==> src/irq_unit_map.svh <==
// Register offsets, field positions, reset values and timing counts
`ifndef IRQ_UNIT_MAP_SVH
`define IRQ_UNIT_MAP_SVH
`define ADDR_MISC_OPTION_CTRL 8'h94
`define ADDR_AUX_EVENT_FLAGS 8'h95
`define ADDR_PORT1_WAKE_ENABLE 8'h96
`define ADDR_IRQ_ENABLE_MAIN 8'hA8
`define ADDR_IRQ_ENABLE_AUX 8'hA9
`define ADDR_PRIORITY_LOW 8'hB8
`define ADDR_PRIORITY_HIGH 8'hB9
`define ADDR_PRIORITY_AUX_LOW 8'hBA
`define ADDR_PRIORITY_AUX_HIGH 8'hBB
`define ADDR_SRC_PENDING 8'hF0
`define ADDR_SRC_MASK 8'hF1
`define RST_MISC_OPTION_CTRL 8'hC1
`define RST_PORT1_WAKE_ENABLE 8'h00
`define RST_IRQ_ENABLE 8'h00
`define RST_SRC_MASK 8'h00
`define BIT_TOUCH_FLAG 3
`define BIT_EXT2_FLAG 2
`define BIT_PORT1_FLAG 1
`define BIT_RTC_FLAG 0
`define CLR_TOUCH_CODE 8'hF7
`define CLR_EXT2_CODE 8'hFB
`define CLR_PORT1_CODE 8'hFD
`define CLR_RTC_CODE 8'hFE
`define BIT_GLOBAL_EN 7
`define BIT_TIMER2_EN 5
`define BIT_SERIAL_EN 4
`define BIT_TIMER1_EN 3
`define BIT_EXT1_EN 2
`define BIT_TIMER0_EN 1
`define BIT_EXT0_EN 0
`define BIT_SPI_EN 4
`define BIT_TOUCH_EN 3
`define BIT_EXT2_EN 2
`define BIT_PORT1_EN 1
`define BIT_RTC_EN 0
`define UNLOCK_HI 7
`define UNLOCK_LO 5
`define UNLOCK_CODE 3'h5
`define RTC_COUNT_BITS 23
`define RTC_CYC_32K 32768
`define RTC_CYC_16K 16384
`define RTC_CYC_8K 8192
`define SLOW_CLOCK_HZ 32768
`define SYS_CLOCK_HZ 25000000
`endif

==> src/irq_unit_pkg.sv <==
// Types shared by the interrupt flag and enable unit
package irq_unit_pkg;
    typedef enum logic [3:0] {
        SRC_EXT0, SRC_TIMER0, SRC_EXT1, SRC_TIMER1, SRC_SERIAL, SRC_TIMER2,
        SRC_RTC, SRC_PORT1, SRC_EXT2, SRC_TOUCH, SRC_SPI, SRC_NONE
    } src_t;
    typedef logic [1:0] rate_sel_t;
endpackage : irq_unit_pkg

==> src/rtc_tick_if.sv <==
// Carries the slow tick and timer event between the timer and the top
`timescale 1ns/1ps
interface rtc_tick_if;
    logic slow_tick;
    irq_unit_pkg::rate_sel_t rate_sel;
    logic timer_event;
    modport timer (input slow_tick, input rate_sel, output timer_event);
    modport owner (output slow_tick, output rate_sel, input timer_event);
endinterface : rtc_tick_if

==> src/rtc_timer.sv <==
// Real-time timer: 23-bit count of slow ticks with selectable event rate
`timescale 1ns/1ps
`include "irq_unit_map.svh"
module rtc_timer #(
    parameter int COUNT_BITS = `RTC_COUNT_BITS
) (
    input wire logic clock,
    input wire logic rst_n,
    rtc_tick_if.timer tick
);
    logic [COUNT_BITS-1:0] count;
    logic [COUNT_BITS-1:0] next_count;
    logic hit;

    assign next_count = count + {{(COUNT_BITS-1){1'b0}}, 1'b1};

    always_comb
    begin
        unique case (tick.rate_sel)
            2'h1: hit = next_count[14:0] == 15'h0000;
            2'h2: hit = next_count[13:0] == 14'h0000;
            2'h3: hit = next_count[12:0] == 13'h0000;
            2'h0: hit = next_count == '0;
        endcase
    end

    always_ff @(posedge clock)
    begin
        if (!rst_n)
            count <= '0;
        else if (tick.slow_tick)
            count <= next_count;
    end

    always_ff @(posedge clock)
    begin
        if (!rst_n)
            tick.timer_event <= 1'b0;
        else
            tick.timer_event <= tick.slow_tick && hit;
    end
endmodule : rtc_timer

==> src/slow_tick_gen.sv <==
// Divides the system clock into a slow-clock enable pulse
`timescale 1ns/1ps
`include "irq_unit_map.svh"
module slow_tick_gen #(
    parameter int DIVIDE = `SYS_CLOCK_HZ / `SLOW_CLOCK_HZ
) (
    input wire logic clock,
    input wire logic rst_n,
    rtc_tick_if.owner tick
);
    logic [15:0] div;

    always_ff @(posedge clock)
    begin
        if (!rst_n)
        begin
            div <= 16'h0000;
            tick.slow_tick <= 1'b0;
        end
        else if (div == 16'(DIVIDE - 1))
        begin
            div <= 16'h0000;
            tick.slow_tick <= 1'b1;
        end
        else
        begin
            div <= div + 16'h0001;
            tick.slow_tick <= 1'b0;
        end
    end
endmodule : slow_tick_gen

==> src/irq_flag_enable_wake_unit.sv <==
// Interrupt flags, enables, wake-up and self-programming unlock
//
// Local design decision: strobed register access.
`timescale 1ns/1ps
`include "irq_unit_map.svh"
module irq_flag_enable_wake_unit #(
    parameter int SLOW_DIVIDE = `SYS_CLOCK_HZ / `SLOW_CLOCK_HZ
) (
    input wire logic clock,
    input wire logic rst_n,
    input wire logic [7:0] reg_addr,
    input wire logic [7:0] reg_wdata,
    input wire logic reg_write,
    input wire logic reg_read,
    output logic [7:0] reg_rdata,
    input wire logic touch_detect,
    input wire logic ext_pin2,
    input wire logic [7:0] port1_pins,
    input wire logic [5:0] core_flags,
    input wire logic vector_ack,
    input wire logic [3:0] vector_src,
    input wire logic in_stop_mode,
    input wire logic ext_pin0_event,
    input wire logic ext_pin1_event,
    output logic irq_request,
    output logic [3:0] irq_source,
    output logic [1:0] irq_priority,
    output logic wake_request,
    output logic selfprog_write_unlock,
    output logic auto_touch_scan,
    output logic irq
);
    logic [7:0] misc_option_ctrl;
    logic [3:0] aux_event_flags;
    logic [7:0] port1_wake_enable;
    logic [7:0] interrupt_enable_main;
    logic [7:0] interrupt_enable_aux;
    logic [5:0] priority_low_reg;
    logic [5:0] priority_high_reg;
    logic [4:0] priority_aux_low;
    logic [4:0] priority_aux_high;
    logic [10:0] src_pending;
    logic [10:0] src_mask;
    logic [10:0] src_flags;
    logic [10:0] src_enable;
    logic [10:0] src_active;
    logic [10:0] src_set;
    logic [3:0] event_set;
    logic [3:0] event_clear;
    logic ext2_prev;
    logic [7:0] port1_prev;
    logic auto_touch_mode;
    logic global_irq_enable;
    logic [3:0] next_source;
    logic [1:0] next_priority;
    logic next_request;
    logic wake_cond;
    logic wake_prev;

    rtc_tick_if tick_bus ();

    slow_tick_gen #(.DIVIDE(SLOW_DIVIDE)) u_div (
        .clock(clock),
        .rst_n(rst_n),
        .tick(tick_bus.owner)
    );

    rtc_timer u_rtc (
        .clock(clock),
        .rst_n(rst_n),
        .tick(tick_bus.timer)
    );

    function automatic logic wr(input logic [7:0] a);
        return reg_write && reg_addr == a;
    endfunction : wr

    function automatic logic [1:0] prio(input logic [4:0] idx);
        logic [1:0] p;
        p = 2'h0;
        if (idx < 5'd6)
            p = {priority_high_reg[idx[2:0]], priority_low_reg[idx[2:0]]};
        else if (idx < 5'd11)
            p = {priority_aux_high[3'(idx - 5'd6)], priority_aux_low[3'(idx - 5'd6)]};
        return p;
    endfunction : prio

    // Touch flag only counts while auto-scan mode is on (software driven bit)
    assign auto_touch_mode = misc_option_ctrl[5];
    assign tick_bus.rate_sel = misc_option_ctrl[1:0];
    assign global_irq_enable = interrupt_enable_main[`BIT_GLOBAL_EN];

    always_comb
    begin
        event_set = 4'h0;
        event_set[`BIT_TOUCH_FLAG] = touch_detect && auto_touch_mode;
        event_set[`BIT_EXT2_FLAG] = ext2_prev && !ext_pin2;
        event_set[`BIT_PORT1_FLAG] = |((port1_prev ^ port1_pins) & port1_wake_enable);
        event_set[`BIT_RTC_FLAG] = tick_bus.timer_event;
    end

    always_comb
    begin
        event_clear = 4'h0;
        if (wr(`ADDR_AUX_EVENT_FLAGS))
        begin
            event_clear[`BIT_TOUCH_FLAG] = reg_wdata == `CLR_TOUCH_CODE;
            event_clear[`BIT_EXT2_FLAG] = reg_wdata == `CLR_EXT2_CODE;
            event_clear[`BIT_PORT1_FLAG] = reg_wdata == `CLR_PORT1_CODE;
            event_clear[`BIT_RTC_FLAG] = reg_wdata == `CLR_RTC_CODE;
        end
        if (vector_ack)
        begin
            event_clear[`BIT_TOUCH_FLAG] |= vector_src == irq_unit_pkg::SRC_TOUCH;
            event_clear[`BIT_EXT2_FLAG] |= vector_src == irq_unit_pkg::SRC_EXT2;
            event_clear[`BIT_PORT1_FLAG] |= vector_src == irq_unit_pkg::SRC_PORT1;
            event_clear[`BIT_RTC_FLAG] |= vector_src == irq_unit_pkg::SRC_RTC;
        end
    end

    always_ff @(posedge clock)
    begin
        if (!rst_n)
        begin
            ext2_prev <= 1'b1;
            port1_prev <= 8'hFF;
        end
        else
        begin
            ext2_prev <= ext_pin2;
            port1_prev <= port1_pins;
        end
    end

    // Set wins over a clear in the same cycle
    always_ff @(posedge clock)
    begin
        if (!rst_n)
            aux_event_flags <= 4'h0;
        else
            aux_event_flags <= (aux_event_flags & ~event_clear) | event_set;
    end

    always_ff @(posedge clock)
    begin
        if (!rst_n)
        begin
            misc_option_ctrl <= `RST_MISC_OPTION_CTRL;
            port1_wake_enable <= `RST_PORT1_WAKE_ENABLE;
            interrupt_enable_main <= `RST_IRQ_ENABLE;
            interrupt_enable_aux <= `RST_IRQ_ENABLE;
            priority_low_reg <= 6'h00;
            priority_high_reg <= 6'h00;
            priority_aux_low <= 5'h00;
            priority_aux_high <= 5'h00;
            src_mask <= 11'(`RST_SRC_MASK);
        end
        else
        begin
            if (wr(`ADDR_MISC_OPTION_CTRL))
                misc_option_ctrl <= reg_wdata;
            if (wr(`ADDR_PORT1_WAKE_ENABLE))
                port1_wake_enable <= reg_wdata;
            if (wr(`ADDR_IRQ_ENABLE_MAIN))
                interrupt_enable_main <= {reg_wdata[7], 1'b0, reg_wdata[5:0]};
            if (wr(`ADDR_IRQ_ENABLE_AUX))
                interrupt_enable_aux <= reg_wdata;
            if (wr(`ADDR_PRIORITY_LOW))
                priority_low_reg <= reg_wdata[5:0];
            if (wr(`ADDR_PRIORITY_HIGH))
                priority_high_reg <= reg_wdata[5:0];
            if (wr(`ADDR_PRIORITY_AUX_LOW))
                priority_aux_low <= reg_wdata[4:0];
            if (wr(`ADDR_PRIORITY_AUX_HIGH))
                priority_aux_high <= reg_wdata[4:0];
            if (wr(`ADDR_SRC_MASK))
                src_mask <= {reg_wdata[2:0], reg_wdata};
        end
    end

    // Source vector in src_t order
    assign src_flags = {core_flags[5], aux_event_flags[`BIT_TOUCH_FLAG], aux_event_flags[`BIT_EXT2_FLAG],
                        aux_event_flags[`BIT_PORT1_FLAG], aux_event_flags[`BIT_RTC_FLAG], core_flags[4:0],
                        ext_pin0_event};

    always_comb
    begin
        src_enable = 11'h000;
        src_enable[irq_unit_pkg::SRC_TIMER2] = interrupt_enable_main[`BIT_TIMER2_EN];
        src_enable[irq_unit_pkg::SRC_SERIAL] = interrupt_enable_main[`BIT_SERIAL_EN];
        src_enable[irq_unit_pkg::SRC_TIMER1] = interrupt_enable_main[`BIT_TIMER1_EN];
        src_enable[irq_unit_pkg::SRC_TIMER0] = interrupt_enable_main[`BIT_TIMER0_EN];
        src_enable[irq_unit_pkg::SRC_EXT1] = interrupt_enable_main[`BIT_EXT1_EN];
        src_enable[irq_unit_pkg::SRC_EXT0] = interrupt_enable_main[`BIT_EXT0_EN];
        src_enable[irq_unit_pkg::SRC_SPI] = interrupt_enable_aux[`BIT_SPI_EN];
        src_enable[irq_unit_pkg::SRC_TOUCH] = interrupt_enable_aux[`BIT_TOUCH_EN];
        src_enable[irq_unit_pkg::SRC_PORT1] = interrupt_enable_aux[`BIT_PORT1_EN];
        src_enable[irq_unit_pkg::SRC_RTC] = interrupt_enable_aux[`BIT_RTC_EN];
        src_enable[irq_unit_pkg::SRC_EXT2] = interrupt_enable_aux[`BIT_EXT2_EN];
    end

    assign src_active = global_irq_enable ? (src_flags & src_enable) : 11'h000;

    // highest priority level, then lowest index
    always_comb
    begin
        next_request = 1'b0;
        next_source = 4'(irq_unit_pkg::SRC_NONE);
        next_priority = 2'h0;
        for (int lvl = 3; lvl >= 0; lvl--)
        begin
            for (int i = 10; i >= 0; i--)
            begin
                if (!next_request || next_priority == 2'(lvl))
                begin
                    if (src_active[i] && prio(5'(i)) == 2'(lvl) && !(next_request && next_priority > 2'(lvl)))
                    begin
                        next_request = 1'b1;
                        next_source = 4'(i);
                        next_priority = 2'(lvl);
                    end
                end
            end
        end
    end

    always_ff @(posedge clock)
    begin
        if (!rst_n)
        begin
            irq_request <= 1'b0;
            irq_source <= 4'(irq_unit_pkg::SRC_NONE);
            irq_priority <= 2'h0;
        end
        else
        begin
            irq_request <= next_request;
            irq_source <= next_source;
            irq_priority <= next_priority;
        end
    end

    // Wake needs the pin enable only, not the global gate
    assign wake_cond = in_stop_mode &&
        ((ext_pin0_event && interrupt_enable_main[`BIT_EXT0_EN]) ||
         (ext_pin1_event && interrupt_enable_main[`BIT_EXT1_EN]) ||
         (event_set[`BIT_EXT2_FLAG] && interrupt_enable_aux[`BIT_EXT2_EN]) ||
         event_set[`BIT_PORT1_FLAG]);

    // Pin events are levels; one pulse per rise so a held pin wakes once
    always_ff @(posedge clock)
    begin
        if (!rst_n)
        begin
            wake_prev <= 1'b0;
            wake_request <= 1'b0;
        end
        else
        begin
            wake_prev <= wake_cond;
            wake_request <= wake_cond && !wake_prev;
        end
    end

    always_ff @(posedge clock)
    begin
        if (!rst_n)
        begin
            selfprog_write_unlock <= 1'b0;
            auto_touch_scan <= 1'b0;
        end
        else
        begin
            selfprog_write_unlock <= interrupt_enable_aux[`UNLOCK_HI:`UNLOCK_LO] == `UNLOCK_CODE;
            auto_touch_scan <= auto_touch_mode;
        end
    end

    // Sticky source pending, write one to clear, set wins
    assign src_set = src_flags & {11{1'b1}};
    always_ff @(posedge clock)
    begin
        if (!rst_n)
            src_pending <= 11'h000;
        else if (wr(`ADDR_SRC_PENDING))
            src_pending <= (src_pending & ~{reg_wdata[2:0], reg_wdata}) | src_set;
        else
            src_pending <= src_pending | src_set;
    end

    always_ff @(posedge clock)
    begin
        if (!rst_n)
            irq <= 1'b0;
        else
            irq <= |(src_pending & src_mask);
    end

    always_ff @(posedge clock)
    begin
        if (!rst_n)
            reg_rdata <= 8'h00;
        else if (reg_read)
        begin
            unique case (reg_addr)
                `ADDR_MISC_OPTION_CTRL: reg_rdata <= misc_option_ctrl;
                `ADDR_AUX_EVENT_FLAGS: reg_rdata <= {4'h0, aux_event_flags};
                `ADDR_PORT1_WAKE_ENABLE: reg_rdata <= port1_wake_enable;
                `ADDR_IRQ_ENABLE_MAIN: reg_rdata <= interrupt_enable_main;
                `ADDR_IRQ_ENABLE_AUX: reg_rdata <= interrupt_enable_aux;
                `ADDR_PRIORITY_LOW: reg_rdata <= {2'h0, priority_low_reg};
                `ADDR_PRIORITY_HIGH: reg_rdata <= {2'h0, priority_high_reg};
                `ADDR_PRIORITY_AUX_LOW: reg_rdata <= {3'h0, priority_aux_low};
                `ADDR_PRIORITY_AUX_HIGH: reg_rdata <= {3'h0, priority_aux_high};
                `ADDR_SRC_PENDING: reg_rdata <= src_pending[7:0];
                `ADDR_SRC_MASK: reg_rdata <= src_mask[7:0];
                default: reg_rdata <= 8'h00;
            endcase
        end
        else
            reg_rdata <= 8'h00;
    end
endmodule : irq_flag_enable_wake_unit

==> config.mk <==
export PLATFORM = sky130hd
export DESIGN_NAME = irq_flag_enable_wake_unit
export DESIGN_NICKNAME = d
export VERILOG_FILES = /design/src/irq_unit_pkg.sv /design/src/rtc_tick_if.sv /design/src/rtc_timer.sv /design/src/slow_tick_gen.sv /design/src/irq_flag_enable_wake_unit.sv
export VERILOG_INCLUDE_DIRS = /design/src /design/src/src
export SDC_FILE = /design/constraint.sdc
export NUM_CORES = 1
export LEC_CHECK = 0
export BUFFER_PORTS_ARGS = -buffer_cell sky130_fd_sc_hd__buf_4
export CAP_MARGIN = 20
export CORE_ASPECT_RATIO = 0.7
export CORE_MARGIN = 1.5
export CORE_UTILIZATION = 40
export CTS_CLUSTER_SIZE = 28
export DETAILED_ROUTE_END_ITERATION = 10
export PLACE_DENSITY = 0.59
export SYNTH_ARGS = -nofsm -noshare
export SYNTH_HDL_FRONTEND = slang
export SYNTH_SLANG_ARGS = --single-unit
==> constraint.sdc <==
create_clock -name clock -period 3.4 [get_ports clock]
set_input_delay 0.51 -clock clock [delete_from_list [all_inputs] [get_ports clock]]
set_output_delay 0.51 -clock clock [all_outputs]
set_load 0.03 [all_outputs]
# After elaboration in Yosys (flattened, before gate mapping)
# Index checks and enable logic that the tools add are counted.
# classes
n_addsub,2
n_lt_le_gt_ge,43
eq_ne,89
muxes,311
n_bitwise,16
n_reduce_logical,314
# ops
cell,count
$mux W4,88
$mux W2,130
$logic_and A1 B1 Y1,149
$eq A8 B8 Y1 const B,15
$eq A2 B2 Y1 const B,45
$mux W1,89
$logic_not A1 Y1,88
$pmux W8 S11,1
$eq A2 B1 Y1 const B,23
$logic_not A2 Y1,23
$logic_or A1 B1 Y1,46
$gt A2 B1 Y1 const B,22
$gt A2 B2 Y1 const B,21
$and A11 B11 Y11,3
$add A23 B1 Y23 const B,1
$logic_not A23 Y1,1
$mux W11,2
$or A11 B11 Y11,2
$add A16 B1 Y16 const B,1
$eq A16 B10 Y1 const B,1
$logic_not A15 Y1,1
$logic_not A14 Y1,1
$logic_not A13 Y1,1
$not A11 Y11,1
other kinds (15),20
# totals
register_bits,149
input_bits,44
output_inout_bits,19
word_cells,801

# Logic depth before layout (Yosys ltp)
# logic_depth
word_depth,348
depth_mapped,10
mapped_depth_nobuf,9

# Worst setup path before layout
# OpenSTA, ideal clock, no wires.
# synth_timing
kind,register to register
from,reg u_rtc.count[0]
to,reg u_rtc.tick.timer_event
setup_ps,79
arrival_ps,2488
t_required_ps,3321
setup_slack_ps,832
path_stages_with_launch,11
path_buffers,1
synth_period_minus_slack_ps,2568
cell_sequence,dfxtp_1 -> ha_1 -> nand4_2 -> or2_1 -> buf_6 -> nor4_4 -> or3b_1 -> a21o_1 -> a211oi_1 -> o21ai_1 -> a211oi_2
# synth_between
elab_chain_cells,4
# synth_rtl
item,line,source
start: declaration,rtc_timer.sv:11,logic [COUNT_BITS-1:0] count;
start signal: assignment,rtc_timer.sv:32,count <= next_count;
$add A23 B1 Y23 *,rtc_timer.sv:15,"assign next_count = count + {{(COUNT_BITS-1){1'b0}}, 1'b1};"
$logic_not A23 Y1 (tied with other cells),rtc_timer.sv:23,2'h0: hit = next_count == '0;
$pmux W1 S4 *,rtc_timer.sv:19,unique case (tick.rate_sel)
$logic_and A1 B1 Y1 *,rtc_timer.sv:40,tick.timer_event <= tick.slow_tick && hit;
end signal: assignment,rtc_timer.sv:40,
end: declaration,rtc_tick_if.sv:7,"modport timer (input slow_tick, input rate_sel, output timer_event);"
# Mark *: on every way between the ends. The rest lies on a longest branch, timed or not.
# A chain may end at the register's enable or synchronous reset.

# Worst setup path in the final report
# layout_timing
from,reg interrupt_enable_main[7]
to,reg irq_source[1]
# layout_between
elab_chain_cells,261
# layout_rtl
item,line,source
start: declaration,irq_flag_enable_wake_unit.sv:36,logic [7:0] interrupt_enable_main;
start signal: assignment,irq_flag_enable_wake_unit.sv:150,interrupt_enable_main <= `RST_IRQ_ENABLE;
start signal: assignment,irq_flag_enable_wake_unit.sv:165,"interrupt_enable_main <= {reg_wdata[7], 1'b0, reg_wdata[5:0]};"
$mux W11 *,irq_flag_enable_wake_unit.sv:202,assign src_active = global_irq_enable ? (src_flags & src_enable) : 11'h000;
$logic_and A1 B1 Y1,irq_flag_enable_wake_unit.sv:216,if (src_active[i] && prio(5'(i)) == 2'(lvl) && !(next_request && next_priority > 2'(lvl)))
$mux W2,irq_flag_enable_wake_unit.sv:216,
$gt A2 B2 Y1,irq_flag_enable_wake_unit.sv:216,
$logic_and A1 B1 Y1,irq_flag_enable_wake_unit.sv:216,
$logic_not A1 Y1,irq_flag_enable_wake_unit.sv:216,
$logic_and A1 B1 Y1,irq_flag_enable_wake_unit.sv:216,
$mux W2,irq_flag_enable_wake_unit.sv:216,
[245 not listed],n/a,
$mux W2,irq_flag_enable_wake_unit.sv:216,
$mux W2,irq_flag_enable_wake_unit.sv:214,if (!next_request || next_priority == 2'(lvl))
$gt A2 B1 Y1,irq_flag_enable_wake_unit.sv:216,
$logic_and A1 B1 Y1,irq_flag_enable_wake_unit.sv:216,
$logic_not A1 Y1,irq_flag_enable_wake_unit.sv:216,
$logic_and A1 B1 Y1,irq_flag_enable_wake_unit.sv:216,
$mux W4,irq_flag_enable_wake_unit.sv:216,
$mux W4 *,irq_flag_enable_wake_unit.sv:214,
end signal: assignment,irq_flag_enable_wake_unit.sv:232,irq_source <= 4'(irq_unit_pkg::SRC_NONE);
end signal: assignment,irq_flag_enable_wake_unit.sv:238,irq_source <= next_source;
end: declaration,irq_flag_enable_wake_unit.sv:26,"output logic [3:0] irq_source,"
# Marks and branches as above.

==> results.txt <==
The share of synthesized flip-flops with an asynchronous set or reset came out at 0%. The routability-driven placement congestion ratio is 0.970. The worst slack at placement came out at 0.582 ns. The placed standard-cell area came out at 8150 um^2. The count of final hold-check violations came out at 0. In this run the tightest slew margin relative to its limit is 45.4%.

The setup TNS is 0 ns. The total power divided by cell area came out at 450 nW/um^2. The number of buffers inserted during clock tree synthesis came out at 17. The worst hold-check path type is in2reg.

Leaving out filler cells and counting taps, the final layout contains 1230. The net count of the mapped netlist is 990. The number of antenna violations at the first check in global routing came out at 0. The largest buffer count on any clock path is 2.

Once the clock tree was built, the setup fixing pass inserted 0 buffers. The maximum operating frequency came out at 349 MHz. After filler insertion, the fill cell instance count of the layout stands at 1808.

The remaining antenna violation count is 0. The cell sitting at the root of the clock tree is a sky130_fd_sc_hd__clkbuf_16. The design area is 8780 um^2. Global routing used 23.8% of the available tracks across all layers. The critical path's slowest cell is sky130_fd_sc_hd__dfxtp_1.

The count of yosys warnings during synthesis is 0. Gates resized during post-CTS repair numbered 0. Sequential cells were found to cover between 30 and 40% of the synthesized design area. Pin placement for this block handled 63 I/O pins. The number of cells in the design after placement is about 1200. The antenna diode instance count is 0.

The sum of routed wire length over all layers came out at approximately 23 mm. The total grt overflow is 0. The number of enable-type register cells in the synthesized netlist is 0. The first global-routing pass estimated ~36 mm of wire. The H-tree was split into 4 levels. The die area came out at 19600 um^2. The clock sink count came out at 146. The share of Yosys cell area claimed by the top area cell type is about two fifths. The largest registers in the layout are u_rtc.count: 23 flops, u_div.div: 16 flops, src_pending: 11 flops. The count of hold buffers inserted by post-cts repair came out at 0. Detailed placement finished with a half-perimeter wire length of around 17 mm. The detailed-route wire length per cell is between 15 and 20 um. The critical path is of the reg2reg type. The TritonCTS clock tree is yes. In the routed design, unresolved DRC markers number 1. Ranked by total cell area, the synthesized netlist is headed by sky130_fd_sc_hd__dfxtp_1, sky130_fd_sc_hd__nand2_1, sky130_fd_sc_hd__nor2_1.

The count of final max-slew check failures is 0. The instance count of the mapped netlist came out at 942. The synthesized area divided by synthesized cell count is 7.95 um^2.

The post-route clock skew is 0.00675 ns. Before antenna repair, the detailed router went through 9 iterations. The via count came out at 7056. The final setup slack of the worst path came out at about 0.54 ns. The largest driver fanout on the critical path is 26.

After detailed routing, the number of vias per cell comes to about 5.7. The required time reported for the critical path endpoint is 3.76 ns. The floorplan has 41 rows. The checks that failed: design-rule violations.

The initial cell density of the core is 41.3%. The share of cells above drive strength 1 came out at a little over an eighth. Max-cap violations in this run came to 0. The largest voltage drop on the vdd net is 0.311 mV. The worst path uses 84.2% of the clock period. The signal on the critical path passes through buf_4, and4_1, a22oi_1, nand4_1, nor3_2, nand2_1, and3_1, a211o_1, o21ai_1. The post-CTS clock slew at the launch and capture registers of the worst setup and hold paths came out at 0.06 ns. The area overhead of the layout relative to synthesis is 17.2%. In this run the cell area of the synthesized design comes to roughly 7500 um^2. The stage delay of the slowest cell on the critical path came out at 0.57 ns. The number of nets in the layout is about 1000.

The largest net degree at the start of global routing came out at between 40 and 50. The static leakage is ~0.0033 uW. Setup repair after global routing left no endpoint under its margin. Data arrives at the worst endpoint at ~3.2 ns.

The register bit count reported by yosys came out at between 100 and 150. Ranked by flip-flop count, first place goes to u_rtc.count. The time the final worst path needs with I/O delays and setup came out at 2.86 ns. The final setup violation count came out at 0.

The post-synthesis cell type with the largest combined area is sky130_fd_sc_hd__dfxtp_1. In this run the tool buffered the top-level ports with 62 buffer cells. The most frequently used flop master after synthesis is sky130_fd_sc_hd__dfxtp_1. The overall die width came out at 167 um.

The type of origin of the critical path is a flip-flop. The flow ran to the end, but the final reports show violations. The violation count after the first detailed-routing iteration came out at 853.

STA classifies the critical path endpoint as a flip-flop. Synthesis instantiated 79 different standard cells from the library. The core outline area is ~18000 um^2. The number of flip-flops under the largest register name is 23. The slew of the pin with the lowest slew margin is 0.818 ns. The via count of the first global-routing pass came out at ~6300.

The clock latency reported for the late side of the worst-skew pair came out at 0.42 ns. The floorplan step set the die height to ~120 um.
[Yosys cell counts (all sizes together), types with 9 or more instances]
| cell | n |
|---|---|
| dfxtp | 146 |
| inv | 17 |
| a21oi | 76 |
| and3 | 15 |
| nor2b | 11 |
| mux2i | 30 |
| nand2b | 14 |
| or2 | 9 |
| o21ai | 27 |
| nand3 | 63 |
| nand2 | 116 |
| a31oi | 14 |
| clkbuf | 47 |
| xor2 | 37 |
| nand4 | 28 |
| nor3 | 17 |
| o22ai | 11 |
| nor2 | 115 |
| a22oi | 19 |
[cells in the final DEF (no fill, tap or decap), types with 6 or more instances in the layout]
cell type and n:
sky130_fd_sc_hd__clkbuf_16 17, sky130_fd_sc_hd__a31oi_1 14, sky130_fd_sc_hd__and4_1 7, sky130_fd_sc_hd__or2_2 6, sky130_fd_sc_hd__and4b_1 8, sky130_fd_sc_hd__nand2_1 116, sky130_fd_sc_hd__mux2i_1 30, sky130_fd_sc_hd__nor2_1 115
sky130_fd_sc_hd__and2_1 8, sky130_fd_sc_hd__dfxtp_1 146, sky130_fd_sc_hd__xnor2_1 8, sky130_fd_sc_hd__xor2_1 37, sky130_fd_sc_hd__a22oi_1 19, sky130_fd_sc_hd__inv_1 16, sky130_fd_sc_hd__and3_1 13, sky130_fd_sc_hd__nand2b_1 14
sky130_fd_sc_hd__o21ai_0 25, sky130_fd_sc_hd__buf_4 74, sky130_fd_sc_hd__nand3_1 63, sky130_fd_sc_hd__a21oi_1 76, sky130_fd_sc_hd__o22ai_1 11, sky130_fd_sc_hd__nand4_1 27, sky130_fd_sc_hd__nor2b_1 11, sky130_fd_sc_hd__nor3_1 16
[worst paths after layout]
kind              depth (start not counted)             to  slack (ns)                     start
hold reg to reg                           1   wake_request        0.38                 wake_prev
setup / recovery                          9  irq_source[1]        0.54  interrupt_enable_main[7]
hold / removal                            2      ext2_prev        0.28                  ext_pin2
setup reg to reg                          9  irq_source[1]        0.54  interrupt_enable_main[7]
[kinds of logic (layout without fill, tap and decap cells)]
kind of cell             count (synthesis)  count (layout)  share of synthesized area, %
buffers and inverters                   73             125                          4.01
flip-flops                             146             146                          39.0
AO/OA/AOI/OAI                          202             202                          17.2
multiplexers                            34              34                          4.76
adder cells (fa/ha/maj)                  4               4                         0.668
AND/OR/NAND/NOR                        438             438                          29.1
XOR/XNOR                                45              45                          5.26
[layout make-up]
| cell class | count | area [um^2] | area share [%] |
|---|---|---|---|
| flip-flops and latches | 146 | 2920 | 33.3 |
| inverters | 18 | 81.3 | 0.926 |
| repair buffers | 75 | 576 | 6.55 |
| clock buffers | 20 | 457 | 5.20 |
| clock inverters | 12 | 179 | 2.04 |
| multi-input cells | 723 | 4270 | 48.6 |
| well taps | 236 | 295 | 3.36 |
[routing by layer]
| layer | global-route usage, % | part of all wire (%) |
|---|---|---|
| met4 | 5.17 | 0.87 |
| met5 | 0 | 0 |
| met1 | 36.6 | 49 |
| met2 | 30.9 | 39 |
| met3 | 8.20 | 12 |
[critical path: cells and delay by family, from the launching register on]
kind                   cells  cell delay [ns]
AOI/OAI and AO/OA          3             0.61
and+or+nand+nor            5             1.32
DFF                        1             0.57
buffers and inverters      1             0.30
[where the power goes]
part	leakage [uW]	switching (uW)	internal (uW)
clock network	0.000303	762	1270
registers	0.00118	16.3	1730
logic	0.00180	115	64.5
[stage by stage]
| stage | hold slack, ns | power, uW | util (%) |
|---|---|---|---|
| 6_report | 0.276 | 3960 | 48.4 |
| 5_1_grt | 0.281 | 4080 | 48.4 |
| 2_1_floorplan | 0.367 | 1860 | - |
| 4_1_cts | 0.264 | 3990 | 48.4 |
| 3_3_place_gp | 0.374 | 1960 | 44.9 |
| 3_5_place_dp | 0.372 | 1960 | 44.9 |
(Power assumes the default switching activity.)
